$ cat config.mk
export PLATFORM = sky130hd
export DESIGN_NAME = gdma_top
export DESIGN_NICKNAME = d
export VERILOG_FILES = /design/src/gdma_pkg.sv /design/src/gdma_fifo_if.sv /design/src/gdma_top.sv /design/src/gdma_sync3.sv /design/src/gdma_fifo.sv
export SDC_FILE = /design/constraint.sdc
export NUM_CORES = 1
export LEC_CHECK = 0
export BUFFER_PORTS_ARGS = -buffer_cell sky130_fd_sc_hd__buf_2
export CORE_MARGIN = 5
export CORE_UTILIZATION = 45
export CTS_BUF_LIST = sky130_fd_sc_hd__clkbuf_4
export CTS_CLUSTER_SIZE = 14
export DETAILED_ROUTE_END_ITERATION = 8
export GPL_ROUTABILITY_DRIVEN = 0
export REMOVE_ABC_BUFFERS = 1
export SETUP_SLACK_MARGIN = 0.5
export SLEW_MARGIN = 15
export SYNTH_ARGS = -nofsm -noshare
export SYNTH_HDL_FRONTEND = slang
export SYNTH_SLANG_ARGS = --single-unit
export TNS_END_PERCENT = 50
$ cat constraint.sdc
create_clock -name ref_clk_in -period 6.6 [get_ports ref_clk_in]
set_clock_uncertainty 0.1 [all_clocks]
set_input_delay 1.32 -clock ref_clk_in [delete_from_list [all_inputs] [get_ports ref_clk_in]]
set_output_delay 1.32 -clock ref_clk_in [all_outputs]
set_load 0.02 [all_outputs]
$ cat src/gdma_pkg.sv
// Shared constants, types and helpers for the two-channel byte copy engine
package gdma_pkg;

   // ==========================================================================
   // Register byte offsets
   localparam logic [7:0] OFS_CH0_SRC = 8'h00;
   localparam logic [7:0] OFS_CH0_DST = 8'h04;
   localparam logic [7:0] OFS_CH0_CTRL = 8'h08;
   localparam logic [7:0] OFS_CH1_SRC = 8'h0C;
   localparam logic [7:0] OFS_CH1_DST = 8'h10;
   localparam logic [7:0] OFS_CH1_CTRL = 8'h14;
   localparam logic [7:0] OFS_IRQ = 8'h18;

   // ==========================================================================
   // Field positions and reset values
   localparam int BUSY_BIT = 31;
   localparam int MODE_HI = 30;
   localparam int MODE_LO = 29;
   localparam int PACED_BIT = 28;
   localparam int CNT_W = 24;
   localparam int DONE0_BIT = 0;
   localparam int EN0_BIT = 1;
   localparam int DONE1_BIT = 2;
   localparam int EN1_BIT = 3;
   localparam logic [31:0] RST_WORD = 32'h0;
   localparam logic [CNT_W-1:0] RST_CNT = 24'h0;
   localparam int FIFO_DEPTH_DEF = 16;

   // ==========================================================================
   // Bus answers
   localparam logic [1:0] RESP_OKAY = 2'h0;
   localparam logic [1:0] RESP_SLVERR = 2'h2;

   typedef enum logic [1:0] {
      MODE_INC = 2'b00,
      MODE_DEC = 2'b01,
      MODE_SRC_FIX = 2'b10,
      MODE_DST_FIX = 2'b11
   } gdma_mode_e;

   typedef enum logic {
      ST_IDLE = 1'b0,
      ST_RUN = 1'b1
   } gdma_state_e;

   // Next address of one side for a given stepping mode
   function automatic logic [31:0] gdma_step(input logic [31:0] a, input logic [1:0] m, input logic is_src);
      logic [31:0] r;
      r = a;
      unique case (m)
         MODE_INC: r = a + 32'h1;
         MODE_DEC: r = a - 32'h1;
         MODE_SRC_FIX: r = is_src ? a : a + 32'h1;
         MODE_DST_FIX: r = is_src ? a + 32'h1 : a;
      endcase
      return r;
   endfunction

endpackage

$ cat src/gdma_fifo_if.sv
// Valid/ready byte stream between the engine and its data buffer
`timescale 1ns/100ps
interface gdma_fifo_if #(parameter int W = 8);
   logic valid;
   logic ready;
   logic [W-1:0] data;
   modport src (output valid, output data, input ready);
   modport snk (input valid, input data, output ready);
endinterface

$ cat src/gdma_top.sv
// Two-channel byte copy engine with AXI4-Lite registers
// Function
// RQ1: Two independent channels, each with own addresses, control, enable and done flag.
// RQ2: Channels copy memory bytes to peripheral data registers; no paced service for I2C.
// RQ3: Channels block-copy between memory and flash with programmed addresses and count.
// RQ4: Writing one to control bit 31 starts; hardware clears it when copy ends.
// RQ5: Finishing a copy sets that channel's done flag.
// RQ6: Step field bits 30:29; 00 increments both addresses, 01 decrements both.
// RQ7: Step 10 holds source fixed; 11 holds destination fixed.
// RQ8: Byte count in control bits 23:0, resets to zero, sets copy length.
// RQ9: Per-channel 32-bit read-write source start address, reset zero.
// RQ10: Per-channel 32-bit read-write destination start address, reset zero.
// RQ11: Interrupt word: done0 bit0, enable0 bit1, done1 bit2, enable1 bit3; read clears.
// RQ12: Software programs transmit destination, payload, source and count before starting.
// RQ13: A started transmit channel copies all bytes as one batch, then signals done.
// RQ14: Software programs receive source, buffer destination and count as buffer depth.
// RQ15: In receive, each byte-received event moves exactly one byte.
// RQ16: In receive, done is raised after each received byte is copied.
// RQ17: Interrupt output high while any done flag and its enable are both set.
// RQ18: Non-fixed addresses step one per byte; remaining count falls one per byte.
//
// The implementer's own choices: register access over AXI4-Lite and the address map.
`timescale 1ns/100ps
module gdma_top import gdma_pkg::*; #(
   parameter int FIFO_DEPTH = FIFO_DEPTH_DEF
) (
   input wire logic ref_clk_in,
   input wire logic rst_b_in,
   input wire logic [7:0] awaddr_in,
   input wire logic awvalid_in,
   output logic awready_out,
   input wire logic [31:0] wdata_in,
   input wire logic [3:0] wstrb_in,
   input wire logic wvalid_in,
   output logic wready_out,
   output logic [1:0] bresp_out,
   output logic bvalid_out,
   input wire logic bready_in,
   input wire logic [7:0] araddr_in,
   input wire logic arvalid_in,
   output logic arready_out,
   output logic [31:0] rdata_out,
   output logic [1:0] rresp_out,
   output logic rvalid_out,
   input wire logic rready_in,
   output logic rd_req_out,
   output logic [31:0] rd_addr_out,
   input wire logic rd_ready_in,
   input wire logic rd_valid_in,
   input wire logic [7:0] rd_data_in,
   output logic wr_req_out,
   output logic [31:0] wr_addr_out,
   output logic [7:0] wr_data_out,
   input wire logic wr_ready_in,
   input wire logic [1:0] rx_event_in,
   output logic irq_out
);
   // ==========================================================================
   // Declarations
   logic [31:0] source_base [2];
   logic [31:0] dest_base [2];
   logic [1:0] mode [2];
   logic [CNT_W-1:0] cnt [2];
   logic [1:0] busy, paced, done_flag, done_irq_enable;
   logic [1:0] done_clr, done_set, busy_clr, ctrl_we;
   logic [1:0] pend, rx_sync, rx_prev, rx_pulse;
   logic aw_held, w_held, do_write, ar_fire, next_hit;
   logic [7:0] aw_addr;
   logic [31:0] w_data, next_rdata, cur_src, cur_dst;
   logic [3:0] w_strb;
   gdma_state_e state;
   logic act, rd_wait, start_any, start_ch, rd_fire, wr_fire, last_wr;
   logic [CNT_W-1:0] rd_left, wr_left;
   gdma_fifo_if #(.W(8)) fill_if ();
   gdma_fifo_if #(.W(8)) drain_if ();
   function automatic logic [31:0] merge(input logic [31:0] old, input logic [31:0] nw, input logic [3:0] s);
      logic [31:0] r;
      r = old;
      for (int b = 0; b < 4; b++) begin
         if (s[b]) begin
            r[b*8 +: 8] = nw[b*8 +: 8];
         end
      end
      return r;
   endfunction

   // ==========================================================================
   // AXI4-Lite write channel
   assign awready_out = !aw_held;
   assign wready_out = !w_held;
   assign do_write = aw_held & w_held & !bvalid_out;

   always_ff @(posedge ref_clk_in or negedge rst_b_in) begin
      if (!rst_b_in) begin
         aw_held <= 1'b0;
         w_held <= 1'b0;
         aw_addr <= 8'h00;
         w_data <= RST_WORD;
         w_strb <= 4'h0;
      end else begin
         if (awvalid_in && !aw_held) begin
            aw_held <= 1'b1;
            aw_addr <= awaddr_in;
         end else if (do_write) begin
            aw_held <= 1'b0;
         end
         if (wvalid_in && !w_held) begin
            w_held <= 1'b1;
            w_data <= wdata_in;
            w_strb <= wstrb_in;
         end else if (do_write) begin
            w_held <= 1'b0;
         end
      end
   end

   always_ff @(posedge ref_clk_in or negedge rst_b_in) begin
      if (!rst_b_in) begin
         bvalid_out <= 1'b0;
         bresp_out <= RESP_OKAY;
      end else if (do_write) begin
         bvalid_out <= 1'b1;
         bresp_out <= (aw_addr <= OFS_IRQ && aw_addr[1:0] == 2'h0) ? RESP_OKAY : RESP_SLVERR;
      end else if (bready_in) begin
         bvalid_out <= 1'b0;
      end
   end

   // ==========================================================================
   // AXI4-Lite read channel
   assign arready_out = !rvalid_out;
   assign ar_fire = arvalid_in & !rvalid_out;

   always_comb begin
      next_hit = 1'b1;
      next_rdata = RST_WORD;
      unique case (araddr_in)
         OFS_CH0_SRC: next_rdata = source_base[0];
         OFS_CH0_DST: next_rdata = dest_base[0];
         OFS_CH0_CTRL: next_rdata = {busy[0], mode[0], paced[0], 4'h0, cnt[0]};
         OFS_CH1_SRC: next_rdata = source_base[1];
         OFS_CH1_DST: next_rdata = dest_base[1];
         OFS_CH1_CTRL: next_rdata = {busy[1], mode[1], paced[1], 4'h0, cnt[1]};
         OFS_IRQ: next_rdata = {28'h0, done_irq_enable[1], done_flag[1], done_irq_enable[0], done_flag[0]};
         default: next_hit = 1'b0;
      endcase
   end

   always_ff @(posedge ref_clk_in or negedge rst_b_in) begin
      if (!rst_b_in) begin
         rvalid_out <= 1'b0;
         rdata_out <= RST_WORD;
         rresp_out <= RESP_OKAY;
      end else if (ar_fire) begin
         rvalid_out <= 1'b1;
         rdata_out <= next_rdata;
         rresp_out <= next_hit ? RESP_OKAY : RESP_SLVERR;
      end else if (rready_in) begin
         rvalid_out <= 1'b0;
      end
   end

   // ==========================================================================
   // Channel registers
   assign ctrl_we[0] = do_write && aw_addr == OFS_CH0_CTRL && !busy[0];
   assign ctrl_we[1] = do_write && aw_addr == OFS_CH1_CTRL && !busy[1];
   assign done_clr = (ar_fire && araddr_in == OFS_IRQ) ? 2'h3 : 2'h0; // RQ11

   always_ff @(posedge ref_clk_in or negedge rst_b_in) begin
      if (!rst_b_in) begin
         for (int c = 0; c < 2; c++) begin
            source_base[c] <= RST_WORD;
            dest_base[c] <= RST_WORD;
         end
      end else if (do_write) begin
         if (aw_addr == OFS_CH0_SRC) source_base[0] <= merge(source_base[0], w_data, w_strb); // RQ9
         if (aw_addr == OFS_CH1_SRC) source_base[1] <= merge(source_base[1], w_data, w_strb); // RQ9
         if (aw_addr == OFS_CH0_DST) dest_base[0] <= merge(dest_base[0], w_data, w_strb); // RQ10
         if (aw_addr == OFS_CH1_DST) dest_base[1] <= merge(dest_base[1], w_data, w_strb); // RQ10
      end
   end

   always_ff @(posedge ref_clk_in or negedge rst_b_in) begin
      if (!rst_b_in) begin
         for (int c = 0; c < 2; c++) begin
            busy[c] <= 1'b0;
            mode[c] <= MODE_INC;
            paced[c] <= 1'b0;
            cnt[c] <= RST_CNT;
         end
      end else begin
         for (int c = 0; c < 2; c++) begin
            if (ctrl_we[c]) begin
               logic [31:0] v;
               v = merge({busy[c], mode[c], paced[c], 4'h0, cnt[c]}, w_data, w_strb);
               busy[c] <= v[BUSY_BIT]; // RQ4
               mode[c] <= v[MODE_HI:MODE_LO]; // RQ6
               paced[c] <= v[PACED_BIT];
               cnt[c] <= v[CNT_W-1:0]; // RQ8
            end else begin
               if (busy_clr[c]) begin
                  busy[c] <= 1'b0; // RQ4
               end
               if (wr_fire && act == c) begin
                  cnt[c] <= cnt[c] - CNT_W'(1); // RQ18
               end
            end
         end
      end
   end

   always_ff @(posedge ref_clk_in or negedge rst_b_in) begin
      if (!rst_b_in) begin
         done_flag <= 2'h0;
         done_irq_enable <= 2'h0;
         irq_out <= 1'b0;
      end else begin
         done_flag <= (done_flag & ~done_clr) | done_set; // RQ11
         if (do_write && aw_addr == OFS_IRQ && w_strb[0]) begin
            done_irq_enable <= {w_data[EN1_BIT], w_data[EN0_BIT]}; // RQ11
         end
         irq_out <= |(done_flag & done_irq_enable); // RQ17
      end
   end

   // ==========================================================================
   // Receive event pacing
   gdma_sync3 #(.W(2)) u_rx_sync (
      .ref_clk_in(ref_clk_in),
      .rst_b_in(rst_b_in),
      .d_in(rx_event_in),
      .q_out(rx_sync)
   );

   assign rx_pulse = rx_sync & ~rx_prev;

   always_ff @(posedge ref_clk_in or negedge rst_b_in) begin
      if (!rst_b_in) begin
         rx_prev <= 2'h0;
         pend <= 2'h0;
      end else begin
         rx_prev <= rx_sync;
         for (int c = 0; c < 2; c++) begin
            if (rx_pulse[c]) begin
               pend[c] <= 1'b1; // RQ15
            end else if (rd_fire && act == c) begin
               pend[c] <= 1'b0;
            end
         end
      end
   end

   // ==========================================================================
   // Copy engine
   assign start_any = (state == ST_IDLE) && (busy != 2'h0); // RQ1
   assign start_ch = !busy[0];
   assign rd_req_out = (state == ST_RUN) && rd_left != RST_CNT && !rd_wait && fill_if.ready
      && (!paced[act] || pend[act]); // RQ15
   assign rd_addr_out = cur_src;
   assign rd_fire = rd_req_out & rd_ready_in;
   assign fill_if.valid = rd_valid_in & rd_wait;
   assign fill_if.data = rd_data_in;
   assign wr_req_out = (state == ST_RUN) && drain_if.valid; // RQ2 RQ3
   assign wr_addr_out = cur_dst;
   assign wr_data_out = drain_if.data;
   assign drain_if.ready = (state == ST_RUN) && wr_ready_in;
   assign wr_fire = wr_req_out & wr_ready_in;
   assign last_wr = wr_fire && wr_left == CNT_W'(1);

   always_comb begin
      busy_clr = 2'h0;
      done_set = 2'h0;
      if (start_any && cnt[start_ch] == RST_CNT) begin
         busy_clr[start_ch] = 1'b1;
         done_set[start_ch] = 1'b1;
      end
      if (last_wr) begin
         busy_clr[act] = 1'b1; // RQ4 RQ13
         done_set[act] = 1'b1; // RQ5
      end else if (wr_fire && paced[act]) begin
         done_set[act] = 1'b1; // RQ16
      end
   end

   always_ff @(posedge ref_clk_in or negedge rst_b_in) begin
      if (!rst_b_in) begin
         state <= ST_IDLE;
         act <= 1'b0;
         cur_src <= RST_WORD;
         cur_dst <= RST_WORD;
         rd_left <= RST_CNT;
         wr_left <= RST_CNT;
         rd_wait <= 1'b0;
      end else begin
         unique case (state)
            ST_IDLE: begin
               if (start_any && cnt[start_ch] != RST_CNT) begin
                  state <= ST_RUN;
                  act <= start_ch;
                  cur_src <= source_base[start_ch]; // RQ9
                  cur_dst <= dest_base[start_ch]; // RQ10
                  rd_left <= cnt[start_ch]; // RQ8
                  wr_left <= cnt[start_ch];
               end
            end
            ST_RUN: begin
               if (rd_fire) begin
                  rd_wait <= 1'b1;
                  cur_src <= gdma_step(cur_src, mode[act], 1'b1); // RQ6 RQ7 RQ18
                  rd_left <= rd_left - CNT_W'(1);
               end else if (fill_if.valid) begin
                  rd_wait <= 1'b0;
               end
               if (wr_fire) begin
                  cur_dst <= gdma_step(cur_dst, mode[act], 1'b0); // RQ6 RQ7 RQ18
                  wr_left <= wr_left - CNT_W'(1);
               end
               if (last_wr) begin
                  state <= ST_IDLE; // RQ13
               end
            end
         endcase
      end
   end

   gdma_fifo #(.WIDTH(8), .DEPTH(FIFO_DEPTH)) u_fifo (
      .ref_clk_in(ref_clk_in),
      .rst_b_in(rst_b_in),
      .fill(fill_if.snk),
      .drain(drain_if.src)
   );

   // ==========================================================================
   // Checks
   chk_busy_done_end: assert property (@(posedge ref_clk_in) disable iff (!rst_b_in) // RQ4
      (last_wr && !act) |=> (!busy[0] && done_flag[0] && state == ST_IDLE))
      else $error("channel 0 did not finish cleanly");
   chk_irq_follows: assert property (@(posedge ref_clk_in) disable iff (!rst_b_in) // RQ17
      (|(done_flag & done_irq_enable)) |=> irq_out)
      else $error("interrupt output missing");
   chk_inc_step: assert property (@(posedge ref_clk_in) disable iff (!rst_b_in) // RQ6
      (rd_fire && mode[act] == MODE_INC) |=> cur_src == $past(cur_src) + 32'h1)
      else $error("source did not increment");
   chk_dec_step: assert property (@(posedge ref_clk_in) disable iff (!rst_b_in) // RQ6
      (wr_fire && mode[act] == MODE_DEC) |=> cur_dst == $past(cur_dst) - 32'h1)
      else $error("destination did not decrement");
   chk_src_fixed: assert property (@(posedge ref_clk_in) disable iff (!rst_b_in) // RQ7
      (rd_fire && mode[act] == MODE_SRC_FIX) |=> $stable(cur_src))
      else $error("fixed source moved");
   chk_count_fall: assert property (@(posedge ref_clk_in) disable iff (!rst_b_in) // RQ18
      (wr_fire && !act && !ctrl_we[0]) |=> cnt[0] == $past(cnt[0]) - CNT_W'(1))
      else $error("remaining count did not fall");
   chk_paced_gate: assert property (@(posedge ref_clk_in) disable iff (!rst_b_in) // RQ15
      (rd_fire && paced[act] && !rx_pulse[act]) |=> !pend[act])
      else $error("paced event used for more than one byte");
   chk_rx_done: assert property (@(posedge ref_clk_in) disable iff (!rst_b_in) // RQ16
      (wr_fire && paced[act]) |=> done_flag[act])
      else $error("receive byte did not raise done");
   chk_start_load: assert property (@(posedge ref_clk_in) disable iff (!rst_b_in) // RQ9
      (state == ST_IDLE ##1 state == ST_RUN) |-> (cur_src == source_base[act] && wr_left == cnt[act]))
      else $error("start did not load channel");
   chk_read_clear: assert property (@(posedge ref_clk_in) disable iff (!rst_b_in) // RQ11
      (done_clr[0] && !done_set[0]) |=> !done_flag[0])
      else $error("done flag not cleared by read");
endmodule

$ cat src/gdma_sync3.sv
// Three-stage input filter for signals from outside the clock domain
`timescale 1ns/100ps
module gdma_sync3 #(
   parameter int W = 2
) (
   input wire logic ref_clk_in,
   input wire logic rst_b_in,
   input wire logic [W-1:0] d_in,
   output logic [W-1:0] q_out
);
   logic [W-1:0] s1;
   logic [W-1:0] s2;
   logic [W-1:0] s3;

   // ==========================================================================
   // Capture and filter
   always_ff @(posedge ref_clk_in or negedge rst_b_in) begin
      if (!rst_b_in) begin
         s1 <= '0;
         s2 <= '0;
         s3 <= '0;
      end else begin
         s1 <= d_in;
         s2 <= s1;
         s3 <= s2;
      end
   end

   always_ff @(posedge ref_clk_in or negedge rst_b_in) begin
      if (!rst_b_in) begin
         q_out <= '0;
      end else begin
         for (int i = 0; i < W; i++) begin
            if (s2[i] == s3[i]) begin
               q_out[i] <= s2[i];
            end
         end
      end
   end
endmodule

$ cat src/gdma_fifo.sv
// Parameterised valid/ready FIFO for the copied bytes
`timescale 1ns/100ps
module gdma_fifo #(
   parameter int WIDTH = 8,
   parameter int DEPTH = 16
) (
   input wire logic ref_clk_in,
   input wire logic rst_b_in,
   gdma_fifo_if.snk fill,
   gdma_fifo_if.src drain
);
   localparam int AW = $clog2(DEPTH);
   logic [WIDTH-1:0] mem [DEPTH];
   logic [AW-1:0] wptr;
   logic [AW-1:0] rptr;
   logic [AW:0] count;
   logic push;
   logic pop;

   assign fill.ready = (count != (AW+1)'(DEPTH));
   assign drain.valid = (count != '0);
   assign drain.data = mem[rptr];
   assign push = fill.valid & fill.ready;
   assign pop = drain.valid & drain.ready;

   // ==========================================================================
   // Storage
   always_ff @(posedge ref_clk_in) begin
      if (push) begin
         mem[wptr] <= fill.data;
      end
   end

   // ==========================================================================
   // Pointers and fill level
   always_ff @(posedge ref_clk_in or negedge rst_b_in) begin
      if (!rst_b_in) begin
         wptr <= '0;
         rptr <= '0;
         count <= '0;
      end else begin
         if (push) begin
            wptr <= (wptr == AW'(DEPTH - 1)) ? '0 : wptr + AW'(1);
         end
         if (pop) begin
            rptr <= (rptr == AW'(DEPTH - 1)) ? '0 : rptr + AW'(1);
         end
         count <= count + (AW+1)'(push) - (AW+1)'(pop);
      end
   end
endmodule

==> impl_metrics.env <==
export IMPL_drv_cap=0
export IMPL_grt_pass1_vias=22900
export IMPL_crit_slowest_cell="and2_0"
export IMPL_crit_arrival_ns=3.29
export IMPL_hpwl_mm=61.5
export IMPL_setup_violations=0
export IMPL_final_seq_area_sq_um=14100
export IMPL_ant_nets=0
export IMPL_io_pins=188
export IMPL_cts_setup_buffers=0
export IMPL_reg2reg_slack_ns=2.08
export IMPL_ys_top_cells_by_area="dfrtp_1 (36%), edfxtp_1 (13%), mux2_2 (7.8%)"
export IMPL_avgSynthCellArea_sq_um=10.3
export IMPL_ff2ff_path_depth=14
export IMPL_core_rowCount=92
export IMPL_cts_root_buf="clkbuf_4"
export IMPL_grt_usage_pct=25.5
export IMPL_hold_buffers=0
export IMPL_total_power_mw=9.89
export IMPL_drive_gt1_share_pct=24.1
export IMPL_crit_buf_inv=1
export IMPL_finalHoldViolCount=0
export IMPL_fin_nets=3090
export IMPL_worstPathRequired_ns=5.18
export IMPL_period_share_pct=71.3
export IMPL_vias=23600
export IMPL_wl_per_cell_microns=22.6
export IMPL_grt_pass1_wl_mm=135
export IMPL_die_area_sq_um=68400
export IMPL_critPathCaptureType="output pin"
export IMPL_tns_ns=0
export IMPL_path_clk_slew_ns=0.07
export IMPL_syn_to_final_growth_pct=12.9
export IMPL_n_fill_cell=5858
export IMPL_multiInputGateArea_sq_um=13500
export IMPL_initial_utilization_pct=45.3
export IMPL_cp_max_fo=14
export IMPL_fp_dieW_microns=262
export IMPL_slew_headroom_pct=23.9
export IMPL_slowest_delay_ns=0.84
export IMPL_critPathLaunchType="register"
export IMPL_vias_per_cell=6.00
export IMPL_synth_top_area_cell="dfrtp_1"
export IMPL_yosysSeqAreaShare_pct=49.6
export IMPL_fin_util_pct=51.2
export IMPL_clockBufferDepth=3
export IMPL_synth_top_area_share_pct=36.1
export IMPL_grt_max_degree=128
export IMPL_die_height_microns=262
export IMPL_peakVddDrop_v=0.000284
export IMPL_overflow=0
export IMPL_min_period_ns=4.71
export IMPL_rsz0062_at_grt="no"
export IMPL_crit_type="register to output pin"
export IMPL_synth_edf_count=128
export IMPL_r2r_end="wr_addr_out[24]"
export IMPL_drt_pass1_iterations=7
export IMPL_netlist_instances=2759
export IMPL_synth_async_reset_ratio_pct=76.3
export IMPL_hold_path_class="primary input to async pin"
export IMPL_synth_seq_cells=539
export IMPL_cpLargestDelayFamily="simple AND/OR/NAND/NOR gates"
export IMPL_drt_iter0_markers=2234
export IMPL_drc=0
export IMPL_cts_tree="built"
export IMPL_synthDistinctLibCells=94
export IMPL_ys_flop_type="dfrtp_1"
export IMPL_synth_commonest_cells="dfrtp_1 (411), nand2_1 (249), nor2_1 (233), o21ai_0 (232), mux2_2 (197)"
export IMPL_coreArea_sq_um=62900
export IMPL_final_cells=3929
export IMPL_numCtsBuffers=148
export IMPL_synth_warnings=0
export IMPL_status="complete, no violations"
export IMPL_cts_resized=0
export IMPL_slew_violations=0
export IMPL_port_buffers=185
export IMPL_p_leak_nw=14.2
export IMPL_worstSkewPairLatency_ns=1.00
export IMPL_worst_pin_slew_ns=1.14
export IMPL_wl_mm=88.7
export IMPL_antenna_found_initial=4
export IMPL_max_freq_ghz=0.212
export IMPL_synth_most_common_cell="dfrtp_1"
export IMPL_pwr_density_cell_nw_per_um2=308
export IMPL_clock_sinks=539
export IMPL_synth_area_sq_um=28500
export IMPL_htreeDepth=4
export IMPL_path_cells="and2_0, a221oi_1, a22oi_1, nand2_1, buf_2"
export IMPL_rr_startpoint="act"
export IMPL_dp_cells=3661
[report_power, final]
| part | internal (mW) | total, mW | switching [mW] |
|---|---|---|---|
| Clock | 1.64 | 3.13 | 1.50 |
| Combinational | 0.915 | 2.14 | 1.22 |
| Sequential | 3.87 | 4.62 | 0.749 |
| Total | 6.42 | 9.89 | 3.47 |
[layout make-up]
| class | instances | area share, % |
|---|---|---|
| antenna | 3 | 0.0234 |
| clock buffer | 228 | 5.32 |
| clock inverter | 36 | 0.755 |
| inverter | 49 | 0.572 |
| multi-input combinational | 2006 | 42.1 |
| sequential | 539 | 44.0 |
| tap | 846 | 3.29 |
| timing repair buffer | 222 | 3.92 |
[per-stage QoR]
step / area (sq um) / worst slack (ns) / hold WS [ns]
after global placement: 30200 / 2.31 / 0.239
after global routing: 32100 / 1.62 / 0.206
after detailed placement: 30200 / 2.18 / 0.236
after floorplan: 27800 / -0.491 / 0.231
after CTS: 32100 / 1.49 / 0.175
final: 32100 / 1.89 / 0.226
[cell families (layout without fill, tap and decap cells)]
logic type | Yosys count | count (layout) | share of synthesized area [%]
and+or+nand+nor | 853 | 853 | 14.3
AOI/OAI and AO/OA | 728 | 728 | 16.3
muxes | 331 | 331 | 13.2
adders and majority gates | 54 | 54 | 2.41
xor gates and xnor gates | 38 | 38 | 1.17
other | 1 | 5 | 0.0132
DFF | 539 | 539 | 49.6
buffers and inverters | 215 | 535 | 3.04
[layer usage]
| metal | routed length (microns) | vias to the layer above | share of wire (%) | GRT usage [%] |
|---|---|---|---|---|
| met2 | 40300 | 939 | 45 | 38.3 |
| li1 | - | 10800 | - | - |
| met5 | 0 | - | 0 | 0 |
| met3 | 6570 | 170 | 7.4 | 5.53 |
| met4 | 2960 | 0 | 3.3 | 10.1 |
| met1 | 38900 | 11700 | 44 | 36.1 |
[worst max-delay path by stage]
stage / to / start / slack, ns / cells past startpoint
after floorplan: wr_addr_out[21] / busy[0] / -0.49 / 7
after global placement: wr_addr_out[24] / act / 2.31 / 14
after detailed placement: wr_addr_out[24] / act / 2.18 / 14
after CTS: wr_data_out[5] / u_fifo.rptr[0] / 1.49 / 5
after global routing: wr_data_out[2] / u_fifo.rptr[2] / 1.62 / 5
final: wr_data_out[2] / u_fifo.rptr[2] / 1.89 / 5
[sequential cells by signal, indices dropped and copies added (netlist names), 4 cells and up]
| register | count |
|---|---|
| wr_left | 24 |
| u_fifo.mem | 128 |
| u_fifo.count | 5 |
| source_base | 64 |
| rdata_out | 32 |
| wr_addr_out | 32 |
| cnt | 48 |
| mode | 4 |
| w_strb | 4 |
| dest_base | 64 |
| u_fifo.rptr | 4 |
| aw_addr | 8 |
| u_fifo.wptr | 4 |
| w_data | 32 |
| rd_left | 24 |
| rd_addr_out | 32 |
[layout by cell type (no fill, tap or decap), types with 22 or more instances in the layout]
master and instances:
buf_2 184, a21oi_1 162, mux2_2 197, nand3_1 112, a22oi_1 71, inv_1 48, o21ai_0 232, xnor2_1 23
buf_4 34, edfxtp_1 128, a221oi_1 69, clkbuf_4 228, a21o_1 28, nor4_1 22, mux2i_1 118, nor2_1 226
a31oi_1 22, or3_1 31, nand2_1 249, nor3_1 59, ha_1 49, dfrtp_1 408
No activity file was read; power rests on OpenSTA's default activity.
